$ cat src/hw/fcp_defines.vh
`ifndef FCP_DEFINES_VH
`define FCP_DEFINES_VH

// ----------------------------------------
// command codes
// ----------------------------------------
`define FCP_CMD_STOP 4'h0
`define FCP_CMD_LOAD 4'h1
`define FCP_CMD_POL 4'h2
`define FCP_CMD_GATE 4'h3
`define FCP_CMD_RESET 4'h4
`define FCP_CMD_ROUTE 4'h5
`define FCP_CMD_CLKSEL 4'h6
`define FCP_CMD_START 4'h7

// ----------------------------------------
// geometry
// ----------------------------------------
`define FCP_NUM_CHAN 4
`define FCP_CNT_W 24
`define FCP_PORT_W 8
`define FCP_PIN_BASE 4

// ----------------------------------------
// reset values
// ----------------------------------------
`define FCP_RST_PERIOD 24'h000000
`define FCP_RST_DUTY 24'h000000
`define FCP_RST_POL 1'b1
`define FCP_RST_CLKSEL 1'b0

// ----------------------------------------
// timing: fast source ticks every cycle, slow source is divided
// ----------------------------------------
`define FCP_FAST_MHZ 50
`define FCP_SLOW_MHZ 1
`define FCP_SLOW_DIV (`FCP_FAST_MHZ / `FCP_SLOW_MHZ)
`define FCP_DIV_W 6

`endif

$ cat src/hw/fcp_chan.v
`timescale 1ns/100ps
`default_nettype none

`include "fcp_defines.vh"

module fcp_chan #(
    parameter CNT_W = `FCP_CNT_W
) (
    input wire sys_clk,
    input wire rst_n,
    input wire tick,
    input wire start,
    input wire stop,
    input wire [CNT_W-1:0] period,
    input wire [CNT_W-1:0] duty,
    output reg running_q,
    output reg level_q
);

    // ----------------------------------------
    // counters
    // ----------------------------------------
    reg [CNT_W-1:0] per_cnt_q;
    reg [CNT_W-1:0] duty_cnt_q;
    wire duty_nz;

    assign duty_nz = (duty != {CNT_W{1'b0}});

    always @(posedge sys_clk) begin
        if (!rst_n) begin
            per_cnt_q <= `FCP_RST_PERIOD;
            duty_cnt_q <= `FCP_RST_DUTY;
            running_q <= 1'b0;
            level_q <= 1'b0;
        end else if (stop) begin
            // stopped: inactive, counters back to initial values
            running_q <= 1'b0;
            level_q <= 1'b0;
            per_cnt_q <= period;
            duty_cnt_q <= duty;
        end else if (start) begin
            // both counters loaded together, output goes active unless duty is zero
            running_q <= 1'b1;
            per_cnt_q <= period;
            duty_cnt_q <= duty;
            level_q <= duty_nz;
        end else if (running_q && tick) begin
            if (per_cnt_q <= {{(CNT_W-1){1'b0}}, 1'b1}) begin
                // period end: reload both, active again unless duty is zero
                per_cnt_q <= period;
                duty_cnt_q <= duty;
                level_q <= duty_nz;
            end else begin
                per_cnt_q <= per_cnt_q - {{(CNT_W-1){1'b0}}, 1'b1};
                if (duty_cnt_q != {CNT_W{1'b0}}) begin
                    duty_cnt_q <= duty_cnt_q - {{(CNT_W-1){1'b0}}, 1'b1};
                end
                if (duty_cnt_q <= {{(CNT_W-1){1'b0}}, 1'b1}) begin
                    // duty counter halts, output inactive for the rest
                    level_q <= 1'b0;
                end
            end
        end
    end

endmodule

`default_nettype wire

$ cat src/hw/fcp_pwm_unit.v
// Notes on behaviour
// - four channels, 24-bit period and duty counters
// - up to 25MHz, 0-100% duty, constant extremes
// - start loads both counters, output goes active
// - duty zero halts duty count, output inactive
// - period zero reloads both, output active again
// - duty writable while running, no restart
// - config single channel; start/stop/reset allow all
// - stop forces inactive and reloads counters
// - load writes period or duty value
// - polarity select; inactive is opposite level
// - gate off holds pin at inactive level
// - route drives port C pin as output
// - reset stops, releases pin to ordinary use
// - clock select fast or slow, per channel
// - start launches selected channels same edge
// - channel n drives port C bit 4+n
`timescale 1ns/100ps
`default_nettype none

`include "fcp_defines.vh"

module fcp_pwm_unit #(
    parameter NUM_CHAN = `FCP_NUM_CHAN,
    parameter CNT_W = `FCP_CNT_W,
    parameter PORT_W = `FCP_PORT_W
) (
    input wire sys_clk,
    input wire rst_n,
    input wire cmd_valid,
    input wire [3:0] cmd_code,
    input wire [1:0] cmd_chan,
    input wire cmd_all,
    input wire cmd_sel_duty,
    input wire cmd_flag,
    input wire [CNT_W-1:0] cmd_value,
    input wire [PORT_W-1:0] dio_c_dir,
    input wire [PORT_W-1:0] dio_c_data,
    output reg cmd_ack_q,
    output reg cmd_err_q,
    output reg [PORT_W-1:0] pin_c_o_q,
    output reg [PORT_W-1:0] pin_c_oe_q,
    output reg [NUM_CHAN-1:0] chan_running_q,
    output reg [NUM_CHAN-1:0] chan_routed_q,
    output reg [NUM_CHAN-1:0] chan_gated_q,
    output reg [NUM_CHAN-1:0] chan_level_q
);

    // ----------------------------------------
    // helper functions
    // ----------------------------------------
    function [NUM_CHAN-1:0] chan_mask;
        input [1:0] chan;
        input all;
        begin
            if (all) begin
                chan_mask = {NUM_CHAN{1'b1}};
            end else begin
                chan_mask = {{(NUM_CHAN-1){1'b0}}, 1'b1} << chan;
            end
        end
    endfunction

    function pin_level;
        input pulse;
        input gate;
        input pol;
        begin
            if (gate && pulse) begin
                pin_level = pol;
            end else begin
                pin_level = ~pol;
            end
        end
    endfunction

    function tick_src;
        input sel;
        input slow;
        begin
            if (sel) begin
                tick_src = slow;
            end else begin
                tick_src = 1'b1;
            end
        end
    endfunction

    // ----------------------------------------
    // per-channel configuration
    // ----------------------------------------
    reg [CNT_W-1:0] period_q [0:NUM_CHAN-1];
    reg [CNT_W-1:0] duty_q [0:NUM_CHAN-1];
    reg [NUM_CHAN-1:0] pol_q;
    reg [NUM_CHAN-1:0] clksel_q;
    reg [NUM_CHAN-1:0] gate_q;
    reg [NUM_CHAN-1:0] route_q;

    // ----------------------------------------
    // command decode
    // ----------------------------------------
    reg [NUM_CHAN-1:0] mask_d;
    reg is_group_cmd;
    reg is_cfg_cmd;
    reg cmd_ok_d;
    reg cmd_err_d;
    reg [NUM_CHAN-1:0] start_d;
    reg [NUM_CHAN-1:0] stop_d;
    reg [NUM_CHAN-1:0] reset_d;

    always @* begin
        mask_d = chan_mask(cmd_chan, cmd_all);
        is_group_cmd = 1'b0;
        is_cfg_cmd = 1'b0;
        case (cmd_code)
            `FCP_CMD_STOP: begin
                is_group_cmd = 1'b1;
            end
            `FCP_CMD_START: begin
                is_group_cmd = 1'b1;
            end
            `FCP_CMD_RESET: begin
                is_group_cmd = 1'b1;
            end
            `FCP_CMD_LOAD: begin
                is_cfg_cmd = 1'b1;
            end
            `FCP_CMD_POL: begin
                is_cfg_cmd = 1'b1;
            end
            `FCP_CMD_GATE: begin
                is_cfg_cmd = 1'b1;
            end
            `FCP_CMD_ROUTE: begin
                is_cfg_cmd = 1'b1;
            end
            `FCP_CMD_CLKSEL: begin
                is_cfg_cmd = 1'b1;
            end
            default: begin
                is_group_cmd = 1'b0;
            end
        endcase
        // configuration aimed at all channels is refused
        cmd_ok_d = cmd_valid && (is_group_cmd || (is_cfg_cmd && !cmd_all));
        cmd_err_d = cmd_valid && !cmd_ok_d;
        start_d = {NUM_CHAN{1'b0}};
        stop_d = {NUM_CHAN{1'b0}};
        reset_d = {NUM_CHAN{1'b0}};
        if (cmd_ok_d) begin
            if (cmd_code == `FCP_CMD_START) begin
                start_d = mask_d;
            end
            if (cmd_code == `FCP_CMD_STOP) begin
                stop_d = mask_d;
            end
            if (cmd_code == `FCP_CMD_RESET) begin
                reset_d = mask_d;
            end
        end
    end

    // ----------------------------------------
    // configuration registers
    // ----------------------------------------
    integer i;

    always @(posedge sys_clk) begin
        if (!rst_n) begin
            for (i = 0; i < NUM_CHAN; i = i + 1) begin
                period_q[i] <= `FCP_RST_PERIOD;
                duty_q[i] <= `FCP_RST_DUTY;
            end
            pol_q <= {NUM_CHAN{`FCP_RST_POL}};
            clksel_q <= {NUM_CHAN{`FCP_RST_CLKSEL}};
            gate_q <= {NUM_CHAN{1'b0}};
            route_q <= {NUM_CHAN{1'b0}};
        end else if (cmd_ok_d) begin
            case (cmd_code)
                `FCP_CMD_LOAD: begin
                    // duty may change while running; takes hold at next reload
                    if (cmd_sel_duty) begin
                        duty_q[cmd_chan] <= cmd_value;
                    end else begin
                        period_q[cmd_chan] <= cmd_value;
                    end
                end
                `FCP_CMD_POL: begin
                    pol_q[cmd_chan] <= cmd_flag;
                end
                `FCP_CMD_GATE: begin
                    gate_q[cmd_chan] <= cmd_flag;
                end
                `FCP_CMD_ROUTE: begin
                    route_q[cmd_chan] <= cmd_flag;
                end
                `FCP_CMD_CLKSEL: begin
                    clksel_q[cmd_chan] <= cmd_flag;
                end
                `FCP_CMD_RESET: begin
                    route_q <= route_q & ~mask_d;
                    gate_q <= gate_q & ~mask_d;
                end
                default: begin
                    route_q <= route_q;
                end
            endcase
        end
    end

    // ----------------------------------------
    // slow clock source divider
    // ----------------------------------------
    // terminal count cut to the divider width
    localparam integer DIV_LAST_I = `FCP_SLOW_DIV - 1;
    localparam [`FCP_DIV_W-1:0] DIV_LAST = DIV_LAST_I[`FCP_DIV_W-1:0];
    localparam [`FCP_DIV_W-1:0] DIV_ONE = {{(`FCP_DIV_W-1){1'b0}}, 1'b1};

    reg [`FCP_DIV_W-1:0] div_q;
    reg slow_tick_q;
    wire div_wrap_w;

    assign div_wrap_w = (div_q == DIV_LAST);

    always @(posedge sys_clk) begin
        if (!rst_n) begin
            div_q <= {`FCP_DIV_W{1'b0}};
            slow_tick_q <= 1'b0;
        end else if (div_wrap_w) begin
            div_q <= {`FCP_DIV_W{1'b0}};
            slow_tick_q <= 1'b1;
        end else begin
            div_q <= div_q + DIV_ONE;
            slow_tick_q <= 1'b0;
        end
    end

    // ----------------------------------------
    // channels
    // ----------------------------------------
    wire [NUM_CHAN-1:0] run_w;
    wire [NUM_CHAN-1:0] lvl_w;
    wire [NUM_CHAN-1:0] tick_w;

    genvar g;
    generate
        for (g = 0; g < NUM_CHAN; g = g + 1) begin : gen_chan
            // both counters of a channel share one tick source
            assign tick_w[g] = tick_src(clksel_q[g], slow_tick_q);

            fcp_chan #(
                .CNT_W(CNT_W)
            ) u_chan (
                .sys_clk(sys_clk),
                .rst_n(rst_n),
                .tick(tick_w[g]),
                .start(start_d[g]),
                .stop(stop_d[g] | reset_d[g]),
                .period(period_q[g]),
                .duty(duty_q[g]),
                .running_q(run_w[g]),
                .level_q(lvl_w[g])
            );
        end
    endgenerate

    // ----------------------------------------
    // per-channel pin drive
    // ----------------------------------------
    wire [NUM_CHAN-1:0] drv_w;

    generate
        for (g = 0; g < NUM_CHAN; g = g + 1) begin : gen_drv
            // gate off or inactive phase shows the opposite of the polarity
            assign drv_w[g] = pin_level(lvl_w[g], gate_q[g], pol_q[g]);
        end
    endgenerate

    // ----------------------------------------
    // port C pin mux
    // ----------------------------------------
    reg [PORT_W-1:0] pin_o_d;
    reg [PORT_W-1:0] pin_oe_d;
    integer k;

    always @* begin
        // unrouted pins keep the ordinary dio direction and data
        pin_o_d = dio_c_data;
        pin_oe_d = dio_c_dir;
        for (k = 0; k < NUM_CHAN; k = k + 1) begin
            if (route_q[k]) begin
                pin_oe_d[`FCP_PIN_BASE + k] = 1'b1;
                pin_o_d[`FCP_PIN_BASE + k] = drv_w[k];
            end
        end
    end

    // ----------------------------------------
    // output registers
    // ----------------------------------------
    always @(posedge sys_clk) begin
        if (!rst_n) begin
            pin_c_o_q <= {PORT_W{1'b0}};
            pin_c_oe_q <= {PORT_W{1'b0}};
        end else begin
            pin_c_o_q <= pin_o_d;
            pin_c_oe_q <= pin_oe_d;
        end
    end

    // ----------------------------------------
    // status outputs
    // ----------------------------------------
    always @(posedge sys_clk) begin
        if (!rst_n) begin
            chan_running_q <= {NUM_CHAN{1'b0}};
            chan_routed_q <= {NUM_CHAN{1'b0}};
            chan_gated_q <= {NUM_CHAN{1'b0}};
            chan_level_q <= {NUM_CHAN{1'b0}};
        end else begin
            chan_running_q <= run_w;
            chan_routed_q <= route_q;
            chan_gated_q <= gate_q;
            chan_level_q <= lvl_w;
        end
    end

    // ----------------------------------------
    // command answer
    // ----------------------------------------
    always @(posedge sys_clk) begin
        if (!rst_n) begin
            cmd_ack_q <= 1'b0;
            cmd_err_q <= 1'b0;
        end else begin
            cmd_ack_q <= cmd_ok_d;
            cmd_err_q <= cmd_err_d;
        end
    end

endmodule

`default_nettype wire

$ cat config.mk
export PLATFORM = sky130hd
export DESIGN_NAME = fcp_pwm_unit
export DESIGN_NICKNAME = d
export VERILOG_FILES = /design/src/hw/fcp_chan.v /design/src/hw/fcp_pwm_unit.v
export VERILOG_INCLUDE_DIRS = /design/src /design/src/hw
export SDC_FILE = /design/constraint.sdc
export NUM_CORES = 1
export LEC_CHECK = 0
export ABC_AREA = 1
export BUFFER_PORTS_ARGS = -buffer_cell sky130_fd_sc_hd__buf_2
export CAP_MARGIN = 5
export CORE_ASPECT_RATIO = 1.2
export CORE_MARGIN = 2
export CORE_UTILIZATION = 68
export DETAILED_ROUTE_END_ITERATION = 8
export PLACE_DENSITY = 0.95
export SETUP_SLACK_MARGIN = 0.2
export SLEW_MARGIN = 20
export SYNTH_ARGS = -nofsm -noshare
export SYNTH_HDL_FRONTEND = slang
export SYNTH_SLANG_ARGS = --single-unit
$ cat constraint.sdc
create_clock -name sys_clk -period 6.8 [get_ports sys_clk]
set_input_delay 0.68 -clock sys_clk [delete_from_list [all_inputs] [get_ports sys_clk]]
set_output_delay 0.68 -clock sys_clk [all_outputs]
set_load 0.1 [all_outputs]
==> results.ini <==
[outcome]
outcome=finished clean

[routing]
drc_errors=0
drt-total-wl_um=72800
drtAntennaViolNets=0
via_count=23086
drt_iter0_drc=3698
wl_per_cell_um=19.2
drt-pass1-iter-count=7
vias_per_cell=6.08

[power]
fin_total_pwr_mw=8.24
power.density_mw_per_mm2=318
max-vdd-ir-drop_mv=0.260
leakage_nw=11.9

[grt]
grt_max_degree=76
overflow=0
grt_use_total=0.390
grt_util_met1=0.472
antenna_found_initial=1
gr-usage-met3=0.0862
grt_pass1_wl_um=114000
grt_pass1_vias=22073
grt-busiest-layer=met2
grt_util_met2=0.630

[worst_setup_path]
worstSetupPathType=reg -> reg
endpoint_kind=flip-flop
max_stage_delay_ns=0.71
cp_cell_sequence=inv_1 > ha_1 > o21ai_0 > nor2_1 > nand3_1 > nand3_2 > buf_4 > inv_2 > nand3_1 > a21oi_1 > nor2_1
critical_path_arrival_ns=4.18
timing.rr.end=gen_chan[3].u_chan.duty_cnt_q[17]
r2r_start=gen_chan[3].u_chan.per_cnt_q[0]
cp.depth=11
rr_worst_depth=11
worstPathMaxFanout=38
crit_required_ns=7.27
cpLargestDelayFamily=simple AND/OR/NAND/NOR gates
path_buf_inv=3
cpMaxStageDelayCell=nand3_2
cp-start-kind=flip-flop
r2r_setup_slack_ns=3.08

[yosys]
syn-mean-instance-area_um2=7.27
yosysTopAreaCellShare=0.243
synthTopCellsByCount=nand2_1 (738), nor2_1 (656), inv_1 (358)
synth_top_area_cell=edfxtp_1
ys.flop_type=dfxtp_1
syn_area_mm2=0.0238
ys_ff_latch=449
syn_inst=3271
seq_area_frac_synth=0.459
synth_area_leaders=edfxtp_1 (24%), dfxtp_1 (22%), nand2_1 (12%)
synth_cell_types=44
yosys_warnings=0
synthArstFlopShare=0
yosysMostFrequentCell=nand2_1
synth_edf_count=192
synth.net_count=3345

[cts]
cts_hold_buf=0
cts_resized=0
numCtsBuffers=45
cts_tree=built
clk_latency_ns=0.58
cts_setup_buffers=0
cts_buffer_depth=3
h-tree-depth=2
cts-root-buf=clkbuf_16
clock_sinks=449
clk_pin_slew_ns=0.07

[sta]
fmax_ghz=0.269
rsz0062_at_grt=no
timing.final.ws_setup_ns=3.08
finalSetupTns_ns=0
setup_viol=0
clock_skew_ns=0.0238
finalHoldViolations=0
fin_crit_ns=3.72
worst_pin_slew_ns=1.25
slew_headroom=0.164
period_share=0.547
drv_slew=0

[worst_hold_path]
min_to=pin_c_oe_q[0]
hp-class=in -> reg
holdCritStartpoint=dio_c_dir[0]
holdPathStages=3

[layout]
nNetsFinal=3369
drive_gt1_frac=0.0777
fin_cells=3794
fill_cells=2481
areaGrowthSynthToFinish_pct=9.08
antennaDiodeCount=0
final_util=0.747
multi_input_area_mm2=0.0109
regArea_mm2=0.0109

[floorplanning]
rows=75
io_pins=86
coreArea_mm2=0.0347
die_x_um=175
die_y_um=209
die_area_mm2=0.0365
start_util=0.685

[place]
dp.cells=3710
place_congestion=0.990
port_buffers=85
hpwl_um=48200
place_ws_ns=3.18

[job]
cap_violations=0

-- layer usage --
layer,routed length (µm),up-vias
met2,33500,1668
li1,-,10475
met4,5440,2
met3,8500,425
met5,13,-
met1,25400,10516
-- per-stage QoR --
stage / hold slack [ns] / cell area (µm²)
after detailed placement: 0.447 / 24400
after global placement: 0.435 / 24300
after global routing: 0.297 / 25900
final: 0.292 / 25900
after CTS: 0.286 / 25900
after floorplan: 0.416 / 23800
-- worst max-delay path by stage --
| stage | slack (ns) | from | end |
|---|---|---|---|
| finish | 3.08 | gen_chan[3].u_chan.per_cnt_q[0] | gen_chan[3].u_chan.duty_cnt_q[17] |
| global route | 2.95 | gen_chan[3].u_chan.per_cnt_q[0] | gen_chan[3].u_chan.duty_cnt_q[17] |
| CTS | 3.24 | gen_chan[3].u_chan.per_cnt_q[0] | gen_chan[3].u_chan.duty_cnt_q[17] |
| detailed placement | 3.18 | cmd_chan[1] | gen_chan[2].u_chan.duty_cnt_q[22] |
| global placement | 3.31 | cmd_chan[1] | gen_chan[2].u_chan.duty_cnt_q[23] |
| floorplan | 3.06 | cmd_code[3] | duty_q[0][0] |
-- power breakdown --
group          total (mW)  switching, mW  internal, mW
sequential           3.09          0.136          2.96
clock                2.62           1.11          1.52
combinational        2.52           1.72         0.804
-- tightest hold or removal path, stage by stage --
cell	delay [ns]
buf_2	0.07
nand2_1	0.04
inv_1	0.04
-- sequential cells by signal, summed over array words and instances (netlist names), 6 cells and up --
signal and count:
div_q 6, pin_c_o_q 8, gen_chan.u_chan.duty_cnt_q 96, period_q 96, duty_q 96, pin_c_oe_q 8, gen_chan.u_chan.per_cnt_q 96
-- logic make-up (layout without fill, tap and decap cells) --
| kind of cell | after synthesis | in the layout | synth area share |
|---|---|---|---|
| DFF | 449 | 449 | 0.459 |
| AOI/OAI and AO/OA | 473 | 473 | 0.104 |
| and+or+nand+nor | 1709 | 1709 | 0.298 |
| xor gates and xnor gates | 116 | 116 | 0.0427 |
| buffers and inverters | 502 | 563 | 0.0846 |
| adders and majority gates | 22 | 22 | 0.0116 |
-- cell type report --
type / count / share of cell area
timing repair buffer: 97 / 0.0204
multi-input combinational: 2320 / 0.422
inverter: 382 / 0.0554
clock buffer: 55 / 0.0473
tap: 462 / 0.0223
clock inverter: 29 / 0.0118
sequential: 449 / 0.421
-- cells in the final DEF (no fill, tap or decap), drive strengths merged, types with 17 or more instances in the layout --
| master | count |
|---|---|
| nand2 | 750 |
| nor2 | 672 |
| inv | 381 |
| o21ai | 273 |
| dfxtp | 257 |
| edfxtp | 192 |
| a21oi | 176 |
| nand3 | 167 |
| buf | 97 |
| xor2 | 66 |
| clkbuf | 55 |
| xnor2 | 50 |
| nand4 | 41 |
| or2 | 26 |
| ha | 22 |
| clkinv | 20 |
| nor4 | 17 |
No activity file was read; power rests on OpenSTA's default activity.
